## src/logic/rur_pkg.sv

```systemverilog
// shared constants, state codes and register layout of the remote upgrade register set
package rur_pkg;
	localparam int  CTL_W          = 39;
	localparam int  STAT_W         = 32;
	localparam int  SYNC_W         = 12;
	localparam int  CAUSE_W        = 5;
	// control register field positions
	localparam int  CTL_RSV_HI     = 38;
	localparam int  CTL_EARLY_DONE = 37;
	localparam int  CTL_START_OSC  = 36;
	localparam int  CTL_WATCHDOG_ENABLE      = 35;
	localparam int  CTL_RSV_LO     = 34;
	localparam int  CTL_ADDR_HI    = 33;
	localparam int  CTL_ADDR_LO    = 12;
	localparam int  CTL_WD_HI      = 11;
	localparam int  CTL_WD_LO      = 0;
	localparam int  ADDR_MSB_W     = 22;
	localparam int  WD_MSB_W       = 12;
	// derived values
	localparam logic [16:0] WD_LOW_PATTERN  = 17'h00008;
	localparam logic [1:0]  ADDR_LOW_BITS   = 2'h0;
	localparam logic [23:0] AS_FACTORY_ADDR = 24'h000000;
	localparam logic [23:0] AP_FACTORY_ADDR = 24'h010000;
	// cause bits, higher index wins a tie
	localparam int  CAUSE_PIN_RESET  = 4;
	localparam int  CAUSE_CRC        = 3;
	localparam int  CAUSE_STATUS_LOW = 2;
	localparam int  CAUSE_WATCHDOG   = 1;
	localparam int  CAUSE_FABRIC     = 0;
	localparam logic [CAUSE_W-1:0] CAUSE_FABRIC_ONLY = 5'h01;
	localparam logic [CAUSE_W-1:0] CAUSE_NONE        = 5'h00;

	typedef enum logic [1:0]
	{
		MS_FACTORY = 2'h1,
		MS_APP     = 2'h2
	} rur_ms_t;

	typedef struct packed
	{
		logic                shift_clock;
		logic                shift_mode;
		logic                capture_mode;
		logic                read_status;
		logic                shift_data;
		logic                remote_mode;
		logic                scheme_parallel;
		logic [CAUSE_W-1:0]  events;
	} rur_pins_t;

	typedef struct packed
	{
		logic [CTL_W-1:0]    shift_reg;
		logic [CTL_W-1:0]    upgrade_update;
		logic [CTL_W-1:0]    upgrade_control;
		logic [STAT_W-1:0]   upgrade_status;
		rur_ms_t             master;
		logic                shift_clock_prev;
		logic [CAUSE_W-1:0]  events_prev;
	} rur_state_t;
endpackage

```

## src/logic/rur_sync.sv

```systemverilog
// two flip-flop synchroniser for a vector of outside levels
module rur_sync
#(
	parameter int WIDTH = 1
)
(
	input  wire logic             clk_i,
	input  wire logic [WIDTH-1:0] d_i,
	output logic      [WIDTH-1:0] q_o
);
	logic [WIDTH-1:0] meta;

	for (genvar i = 0; i < WIDTH; i++)
	begin : g_bit
		always_ff @(posedge clk_i)
		begin
			meta[i] <= d_i[i];
			q_o[i]  <= meta[i];
		end
	end
endmodule

```

## src/logic/rur_top.sv

```systemverilog
// remote upgrade register set: shift, update, control and status registers
// Contract
// - shift register is the only path to write or sample the other registers; upgrade_status_o also exposes the status register directly
// - update writes allowed in remote mode from factory only, blocked for applications
// - read in application configuration loads control register into shift register
// - reconfiguration start copies update register into control register; only a fabric trigger from factory does here, others load factory_ctl
// - read in factory configuration loads update register into shift register
// - every reconfiguration writes status register with its cause
// - capture cycle loads status register into shift register
// - control and status registers run on oscillator or user configuration clock
// - shift and update registers run on shift clock, at most its maximum rate
// - serial scheme clears control address bits at power up
// - parallel scheme presets control address to default factory address
// - factory configuration in remote mode may write the update register
// - control layout: 38 rsv, 37 early done, 36 osc, 35 wd enable, 34 rsv, address, timeout
// - watchdog count is timeout field followed by fixed 17-bit pattern
// - boot address is 22-bit field followed by two zero bits
// - watchdog enable bit arms watchdog for next application
// - oscillator select bit drives startup machine from internal oscillator
// - early done check bit enables early done checking
// - status written on status line low, crc error, watchdog timeout, configuration reset
module rur_top
(
	input  wire logic        clk_i,
	input  wire logic        rst_b_i,
	input  wire logic        upgrade_shift_clock_i,
	input  wire logic        shift_mode_i,
	input  wire logic        capture_mode_i,
	input  wire logic        read_status_i,
	input  wire logic        shift_data_i,
	input  wire logic        remote_mode_i,
	input  wire logic        scheme_parallel_i,
	input  wire logic        configuration_status_line_b_i,
	input  wire logic        crc_error_i,
	input  wire logic        watchdog_timeout_i,
	input  wire logic        configuration_reset_line_b_i,
	input  wire logic        fabric_reconfig_b_i,
	input  wire logic        factory_boot_override_i,
	input  wire logic [23:0] factory_boot_address_i,
	output logic             shift_data_o,
	output logic             factory_mode_o,
	output logic [23:0]      boot_address_o,
	output logic [28:0]      watchdog_count_o,
	output logic             watchdog_enable_o,
	output logic             startup_osc_select_o,
	output logic             early_done_check_o,
	output logic [31:0]      upgrade_status_o
);
	// ****************************************
	// input synchronisation
	// ****************************************
	rur_pkg::rur_pins_t raw_pins;
	rur_pkg::rur_pins_t pins;

	assign raw_pins.shift_clock     = upgrade_shift_clock_i;
	assign raw_pins.shift_mode      = shift_mode_i;
	assign raw_pins.capture_mode    = capture_mode_i;
	assign raw_pins.read_status     = read_status_i;
	assign raw_pins.shift_data      = shift_data_i;
	assign raw_pins.remote_mode     = remote_mode_i;
	assign raw_pins.scheme_parallel = scheme_parallel_i;
	assign raw_pins.events          = {~configuration_reset_line_b_i, crc_error_i,
	                                   ~configuration_status_line_b_i, watchdog_timeout_i, ~fabric_reconfig_b_i};

	rur_sync #(.WIDTH(rur_pkg::SYNC_W)) u_sync
	(
		.clk_i (clk_i),
		.d_i   (raw_pins),
		.q_o   (pins)
	);

	// scan-host override word is quasi-static but still comes from outside the clock
	logic [24:0]                    boot_sync_q;

	rur_sync #(.WIDTH(25)) u_boot_sync
	(
		.clk_i (clk_i),
		.d_i   ({factory_boot_override_i, factory_boot_address_i}),
		.q_o   (boot_sync_q)
	);

	// ****************************************
	// state and derived strobes
	// ****************************************
	rur_pkg::rur_state_t            st;
	rur_pkg::rur_state_t            next_st;
	logic                           shift_rise;
	logic [rur_pkg::CAUSE_W-1:0]    event_rise;
	logic [rur_pkg::CAUSE_W-1:0]    cause;
	logic [23:0]                    factory_addr;
	logic [rur_pkg::CTL_W-1:0]      factory_ctl;

	assign shift_rise = pins.shift_clock & ~st.shift_clock_prev;
	assign event_rise = pins.events & ~st.events_prev;

	// highest set bit alone survives a tie
	always_comb
	begin
		cause = rur_pkg::CAUSE_NONE;
		for (int i = 0; i < rur_pkg::CAUSE_W; i++)
		begin
			if (event_rise[i])
			begin
				cause = rur_pkg::CAUSE_NONE;
				cause[i] = 1'b1;
			end
		end
	end

	// default factory address, replaceable by the scan host in the parallel scheme only
	always_comb
	begin
		factory_addr = rur_pkg::AS_FACTORY_ADDR;
		if (pins.scheme_parallel)
		begin
			factory_addr = boot_sync_q[24] ? boot_sync_q[23:0]
			                               : rur_pkg::AP_FACTORY_ADDR;
		end
		factory_ctl = '0;
		factory_ctl[rur_pkg::CTL_ADDR_HI:rur_pkg::CTL_ADDR_LO] = factory_addr[23:2];
	end

	// ****************************************
	// next state
	// ****************************************
	always_comb
	begin
		next_st = st;
		next_st.shift_clock_prev = pins.shift_clock;
		next_st.events_prev      = pins.events;
		if (shift_rise)
		begin
			if (pins.shift_mode)
			begin
				next_st.shift_reg = {pins.shift_data, st.shift_reg[rur_pkg::CTL_W-1:1]};
			end
			else if (pins.capture_mode)
			begin
				if (pins.read_status)
				begin
					next_st.shift_reg = {7'h00, st.upgrade_status};
				end
				else if (st.master == rur_pkg::MS_FACTORY)
				begin
					next_st.shift_reg = st.upgrade_update;
				end
				else
				begin
					next_st.shift_reg = st.upgrade_control;
				end
			end
			else if (pins.remote_mode && st.master == rur_pkg::MS_FACTORY)
			begin
				next_st.upgrade_update = st.shift_reg;
			end
		end
		if (|event_rise)
		begin
			next_st.upgrade_status = {st.master, 1'b0, cause, boot_address_o};
			if (st.master == rur_pkg::MS_FACTORY && cause == rur_pkg::CAUSE_FABRIC_ONLY)
			begin
				next_st.master          = rur_pkg::MS_APP;
				next_st.upgrade_control = st.upgrade_update;
			end
			else
			begin
				next_st.master          = rur_pkg::MS_FACTORY;
				next_st.upgrade_control = factory_ctl;
			end
		end
	end

	// clk_i stands for the oscillator or the user configuration clock
	always_ff @(posedge clk_i)
	begin
		if (!rst_b_i)
		begin
			st                  <= '0;
			st.master           <= rur_pkg::MS_FACTORY;
			st.upgrade_control  <= factory_ctl;
			st.shift_clock_prev <= 1'b1;
			st.events_prev      <= {rur_pkg::CAUSE_W{1'b1}};
		end
		else
		begin
			st <= next_st;
		end
	end

	// ****************************************
	// outputs
	// ****************************************
	assign shift_data_o         = st.shift_reg[0];
	assign factory_mode_o       = (st.master == rur_pkg::MS_FACTORY);
	assign boot_address_o       = {st.upgrade_control[rur_pkg::CTL_ADDR_HI:rur_pkg::CTL_ADDR_LO],
	                               rur_pkg::ADDR_LOW_BITS};
	assign watchdog_count_o     = {st.upgrade_control[rur_pkg::CTL_WD_HI:rur_pkg::CTL_WD_LO],
	                               rur_pkg::WD_LOW_PATTERN};
	assign watchdog_enable_o    = st.upgrade_control[rur_pkg::CTL_WATCHDOG_ENABLE];
	assign startup_osc_select_o = st.upgrade_control[rur_pkg::CTL_START_OSC];
	assign early_done_check_o   = st.upgrade_control[rur_pkg::CTL_EARLY_DONE];
	assign upgrade_status_o     = st.upgrade_status;
endmodule

```

## config.mk

```make
export PLATFORM = sky130hd
export DESIGN_NAME = rur_top
export DESIGN_NICKNAME = d
export VERILOG_FILES = /design/src/logic/rur_pkg.sv /design/src/logic/rur_sync.sv /design/src/logic/rur_top.sv
export SDC_FILE = /design/constraint.sdc
export NUM_CORES = 1
export LEC_CHECK = 0
export BUFFER_PORTS_ARGS = -buffer_cell sky130_fd_sc_hd__buf_2
export CORE_MARGIN = 8
export CORE_UTILIZATION = 61
export DETAILED_ROUTE_END_ITERATION = 10
export PLACE_DENSITY = 0.9
export SYNTH_ARGS = -nofsm -noshare
export SYNTH_HDL_FRONTEND = slang
export SYNTH_SLANG_ARGS = --single-unit
```

## constraint.sdc

```tcl
create_clock -name clk_i -period 3.45 [get_ports clk_i]
set_clock_uncertainty 0.1 [all_clocks]
set_input_delay 0.1725 -clock clk_i [delete_from_list [all_inputs] [get_ports clk_i]]
set_output_delay 0.1725 -clock clk_i [all_outputs]
set_load 0.01 [all_outputs]
```

==> results.ini, run 1 <==
[outcome]
outcome = complete, no violations

[clock_network]
postCtsSetupBuffers = 0
ctsHtreeMaxLevel = 1
cts_buffers = 23
clk_pin_slew_ns = 0.06
cts.sinks = 224
cts_resized = 0
cts_tree = built
insertion_delay_ns = 0.50
ctsHoldBuffers = 36
clk_path_buf_depth = 3
cts_root_buf = clkbuf_16

[synth]
yosysTopAreaCell = dfxtp_1
synth_top_area_share_pct = 47.47
ys.flop_type = dfxtp_1
synth_cells = 839
synth.avg_cell_area_sq_um = 10.15
synth_area_sq_um = 8519
synthTopCellsByArea = dfxtp_1 47%, buf_4 7.9%, edfxtp_1 7.8%
yosysMostFrequentCell = dfxtp_1
synthTopCellsByCount = 202 x dfxtp_1, 117 x nand2_1, 90 x buf_4, 62 x a22o_1, 60 x o21ai_0
synth_compound_area_share_pct = 18.68
synth-xor-area-share_pct = 0
synth_fa_ha_area_share_pct = 0
ys.warnings.count = 0
synthArstFlopShare_pct = 0
synth_edf_count = 22
ys_types = 37
synthMuxAreaShare_pct = 4.993
synth_seq_area_share_pct = 55.22
ys_ff_latch = 224
synth_top_family_by_area = compound AO/OA/AOI/OAI gates
synth-simple-area-share_pct = 10.27

[worst_setup_path]
timing.rr.start = u_sync.q_o[1]
path_class = reg -> reg
critical_path_required_ns = 3.70
critPathMaxFanout = 19
cp-end-kind = register
arrival_ns = 2.62
crit_path_start = u_sync.q_o[1]
start_kind = register

[power]
totalPowerFinal_mw = 5.691
p_leak_nw = 4.097
power_density_nw_per_um2 = 586.7
irDropWorstVdd_mv = 0.6584

[cells_and_area]
fillers = 1003
finalNetCount = 937
antenna_cells = 0
syn2layout_area_growth_pct = 13.85
drive_above_1_share_pct = 21.12

[placement]
portBuffers = 104
routabilityCongestion = 0.8296
place_hpwl_um = 12080

[hold_path]
hp-start = factory_boot_address_i[18]
worst_hold_path_type = in -> reg

[timing]
drv_slew = 0
hold_slack_ns = 0.2071
fin_crit_ns = 2.362
tns_ns = 0
setup_viol = 0
worstMarginPinSlew_ns = 1.193
fmax_mhz = 423.3
hold_violations = 0
fin_crit_sh_pct = 68.47
max_slew_margin_pct = 20.46
grt_setup_unrepaired = no

[die]
die_y_um = 134.2
initial_core_util_pct = 61.86
die-area_sq_um = 18000
die_x_um = 134.2
coreArea_sq_um = 13770
rows = 43
ioPinCount = 129

[global_routing]
grt_pass1_wl_um = 32020
antenna_found_initial = 0
grt_use_total_pct = 21.85
grt_pass1_vias = 6269
grt_start_max_net_pins = 83
overflow = 0

[detailed_routing]
vias_per_cell = 5.803
drt_pre_antenna_iters = 7
detail-route-antenna-nets = 0
wl_per_cell_um = 18.68
wirelength_um = 20440
num_vias = 6348
drcViolationCount = 0
drt_iter0_markers = 748

[run]
cap_violations = 0

-- worst paths after layout --
kind | slack (ns) | depth (start not counted) | endpoint
setup reg to reg | 1.09 | 4 | boot_address_o[8]
hold reg to reg | 0.22 | 0 | u_boot_sync.q_o[16]
hold / removal | 0.21 | 2 | u_boot_sync.meta[18]
setup / recovery | 1.09 | 4 | boot_address_o[8]
-- cells by family after synthesis --
family / after synthesis
buffers and inverters: 149
AO/OA/AOI/OAI: 229
flip-flops: 224
multiplexers: 39
other: 2
AND/OR/NAND/NOR: 196
-- power breakdown --
group	internal, mW	switching, mW
registers	2.75	0.0781
logic	0.164	0.234
clock network	1.46	1.01
total	4.37	1.32
-- area by class of cell --
type | count | area, sq um | share of cell area [%]
Tap cell | 180 | 225.2 | 2.322
Timing Repair Buffer | 157 | 1008 | 10.40
Clock buffer | 27 | 631.9 | 6.514
Inverter | 6 | 22.52 | 0.2322
Multi-Input combinational cell | 486 | 2982 | 30.74
Sequential cell | 224 | 4706 | 48.52
Clock inverter | 14 | 123.9 | 1.277
-- worst max-delay path, stage by stage, from the launching register on --
cell	delay (ns)
dfxtp_1	0.32
nor2b_1	0.48
a21oi_1	0.14
a21oi_2	0.92
a22o_1	0.27
-- registers in the layout (all words and copies together) (netlist names) --
name / cells
startup_osc_select_o: 1
watchdog_count_o: 12
shift_data_o: 1
upgrade_status_o: 29
u_boot_sync.q_o: 23
u_boot_sync.meta: 23
boot_address_o: 22
st: 87
early_done_check_o: 1
u_sync.meta: 12
watchdog_enable_o: 1
u_sync.q_o: 12
-- through the flow --
step / instance area [sq um] / util, % / std cells / setup slack, ns
after floorplan: 8594 / - / 859 / 1.239
after global placement: 8583 / 62.32 / 1017 / 1.194
after detailed placement: 8583 / 62.32 / 1017 / 1.167
after CTS: 9699 / 70.42 / 1094 / 1.143
after global routing: 9699 / 70.42 / 1094 / 0.9756
final: 9699 / 70.42 / 1094 / 1.088
-- layer usage --
metal / global-route usage (%) / routed length, um / vias up
met5: 0 / 0 / -
met4: 10.73 / 863 / 0
met3: 5.236 / 1743 / 68
met2: 35.54 / 9692 / 344
met1: 26.63 / 8137 / 3008
li1: - / - / 2928
-- placed cells by master, fill, tap and decap left out, types with 5 or more instances in the layout --
cell and count:
o21ai_0 59, buf_2 104, inv_1 5, a22o_1 62, a221o_1 11, conb_1 22
edfxtp_1 22, buf_4 17, nor2b_1 18, a21oi_1 41, clkinv_2 6, dlygate4sd3_1 36
nor2_1 25, mux2_2 28, a221oi_1 10, nand2b_1 9, dfxtp_1 201, a21boi_0 39
nand2_1 117, clkbuf_16 24, mux2i_1 11, nand3_1 13
Power figures use the tool's default switching activity.
==> run 2, diff against run 1 <==
--- a/config.mk
+++ b/config.mk
@@ -7,9 +7,9 @@
 export LEC_CHECK = 0
 export BUFFER_PORTS_ARGS = -buffer_cell sky130_fd_sc_hd__buf_2
 export CORE_MARGIN = 8
-export CORE_UTILIZATION = 61
+export CORE_UTILIZATION = 51
 export DETAILED_ROUTE_END_ITERATION = 10
-export PLACE_DENSITY = 0.9
+export PLACE_DENSITY = 0.81
 export SYNTH_ARGS = -nofsm -noshare
 export SYNTH_HDL_FRONTEND = slang
 export SYNTH_SLANG_ARGS = --single-unit
==> constraint.sdc (replaced) <==
create_clock -name clk_i -period 2 [get_ports clk_i]
set_clock_uncertainty 0.1 [all_clocks]
set_input_delay 0.1 -clock clk_i [delete_from_list [all_inputs] [get_ports clk_i]]
set_output_delay 0.1 -clock clk_i [all_outputs]
set_load 0.01 [all_outputs]
==> results.ini, run 2 (synthesis gave the netlist of run 1 again) <==
[outcome]
violations = setup timing
outcome = complete, but fails checks

[timing]
fin_crit_sh_pct = 100.0  ; +32 points
setup_viol = 2  ; +2
grt_setup_unrepaired = yes
hold_slack_ns = 0.1331  ; -0.07406 ns
hold_violations = 0  ; unchanged
fin_crit_ns = 2.001  ; -0.3614 ns
max_slew_margin_pct = 49.32  ; +29 points
fin_ws_ns = -0.0007994  ; -1.089 ns
fmax_mhz = 499.8  ; +18%
drv_slew = 0  ; unchanged
worstMarginPinSlew_ns = 0.7602  ; -0.4329 ns

[power]
p_switching_mw = 2.185  ; +65%
pwr-share-clk_pct = 41.2  ; -2.2 points
irDropWorstVdd_mv = 0.9944  ; +51%
p_leak_nw = 4.194  ; +2.4%
combPwrFrac_pct = 7.9  ; +0.9 points
p_int_mw = 7.403  ; +69%
power_density_nw_per_um2 = 960.2  ; +64%
seq_power_share_pct = 50.9  ; +1.3 points
p_sw_share_pct = 22.79  ; -0.42 points

[placement]
post-place-ws_ns = -0.1830  ; -1.350 ns
routabilityCongestion = 0.8111  ; -2.2%
place_hpwl_um = 12730  ; +5.4%
dp.cells = 1068  ; +5.0%
portBuffers = 104  ; unchanged
dpl_cell_area_sq_um = 8791  ; +2.4%

[clock_network]
cts_buffers = 23  ; unchanged
cts.sinks = 224  ; unchanged
ctsHtreeMaxLevel = 1  ; unchanged
insertion_delay_ns = 0.49  ; about the same
clk_path_buf_depth = 3  ; unchanged
cts_root_buf = clkbuf_16
cts_tree = built
clk_pin_slew_ns = 0.06  ; about the same

[cells_and_area]
mostFrequentLayoutCells = 200 x dfxtp_1, 117 x nand2_1, 104 x buf_2
antenna_cells = 0  ; unchanged
finalNetCount = 953  ; +1.7%
final_cell_area_sq_um = 9985  ; +2.9%
layout_commonest_cell = dfxtp_1
layout.cells.non_filler = 1150  ; +5.1%
regArea_sq_um = 4707  ; about the same
top_register = st
drive_above_1_share_pct = 22.15  ; +1.0 points
largest_reg_flops = 87  ; unchanged
multiInputGateArea_sq_um = 3013  ; +1.0%
syn2layout_area_growth_pct = 17.20
utilization_pct = 60.64  ; -9.8 points
fillers = 1350  ; +35%

[worst_setup_path]
arrival_ns = 2.34  ; -0.28 ns
timing.critical_path.mode_cell = buf_6
cp_slowest_cell = or4b_4
start_kind = register
critPathMaxFanout = 6  ; -13
critical_path_required_ns = 2.34  ; -1.36 ns
slowest_delay_ns = 0.58  ; -0.34 ns
r2r_slack_ns = -0.0008  ; -1.09 ns
cp-end-kind = register
timing.rr.start = u_sync.q_o[4]
r2r_end = upgrade_status_o[26]
crit_chain = nor2b_4 -> buf_6 -> or4b_4 -> nor3_4 -> buf_6 -> buf_8 -> buf_12 -> a22o_1
rr_worst_depth = 8  ; +4
path_class = reg -> reg

[hold_path]
hp-start = factory_boot_address_i[18]
hold_path_depth = 2  ; unchanged
worst_hold_path_type = in -> reg
hold_end = u_boot_sync.meta[18]

[global_routing]
antenna_found_initial = 0  ; unchanged
grt_pass1_vias = 6144  ; -2.0%
grt_pass1_wl_um = 32620  ; +1.9%
grt_use_total_pct = 18.56  ; -3.3 points
overflow = 0  ; unchanged
grt_start_max_net_pins = 84  ; +1.2%

[die]
die_y_um = 145.2  ; +8.2%
die-area_sq_um = 21100  ; +17%
rows = 47  ; +9.3%
coreArea_sq_um = 16470  ; +20%
ioPinCount = 129  ; unchanged
die_x_um = 145.2  ; +8.2%
initial_core_util_pct = 51.74  ; -10 points

[detailed_routing]
drt_iter0_markers = 549  ; -27%
wirelength_um = 20250  ; -0.92%
num_vias = 6227  ; -1.9%
drcViolationCount = 0  ; unchanged
wl_per_cell_um = 17.61  ; -5.7%
route.met2.wl_um = 9580  ; -1.2%
met3_length_um = 1637  ; -6.1%
highest_layer = met4
vias_per_cell = 5.415  ; -6.7%
wl_met1_um = 8513  ; +4.6%
detail-route-antenna-nets = 0  ; unchanged
drt_pre_antenna_iters = 5  ; -2

[run]
cap_violations = 0  ; unchanged

-- run 2: critical path, delay by kind of cell, from the launching register on --
family	cells	cell delay, ns
DFF	1	0.32
buffers and inverters	4	0.50
AOI/OAI and AO/OA	1	0.13
and+or+nand+nor	3	0.89
-- run 2: area by class of cell --
class / count / share of cell area, %
clock buffers: 39 / 6.867
clock inverters: 2 / 0.1378
inverters: 6 / 0.2256
multi-input cells: 486 / 30.18
flip-flops and latches: 224 / 47.14
well taps: 220 / 2.757
repair buffers: 173 / 12.69
-- run 2: per-layer routing --
| layer | track usage [%] | vias up |
|---|---|---|
| li1 | - | 2964 |
| met1 | 23.38 | 2978 |
| met3 | 4.913 | 42 |
| met4 | 5.414 | 0 |
| met2 | 30.68 | 243 |
| met5 | 0.2370 | - |
-- run 2: power groups by stage --
stage	registers, mW	clock network, mW	logic (mW)
6_report	4.88	3.95	0.756
4_1_cts	4.87	4.02	0.746
5_1_grt	4.89	4.24	0.820
2_1_floorplan	4.91	0	0.543
3_5_place_dp	4.97	0	0.661
3_3_place_gp	4.96	0	0.647
-- run 2: how the worst max path moves through the flow --
stage                           endpoint          start  depth (start not counted)  slack (ns)
floorplan             boot_address_o[10]  u_sync.q_o[3]                          7       -0.21
global placement      boot_address_o[14]  u_sync.q_o[2]                          5       -0.02
detailed placement    boot_address_o[17]  u_sync.q_o[2]                          5       -0.18
CTS                 upgrade_status_o[23]  u_sync.q_o[4]                          8     -0.0007
global route        upgrade_status_o[26]  u_sync.q_o[4]                          8       -0.07
finish              upgrade_status_o[26]  u_sync.q_o[4]                          8     -0.0008
-- run 2: through the flow --
| stage | total power, mW | setup TNS, ns |
|---|---|---|
| after floorplan | 5.452 | -4.647 |
| after global placement | 5.610 | -0.6897 |
| after detailed placement | 5.630 | -5.689 |
| after CTS | 9.640 | -0.0006528 |
| after global routing | 9.959 | -2.332 |
| final | 9.588 | -0.001135 |
-- run 2: timing repair --
action                     in CTS  in global routing
setup endpoints to repair      87                107
setup buffers                   3                  2
hold buffers                   36                  0
resized for setup               8                 11
pin swaps                       1                 10
hold endpoints to repair       40                  0
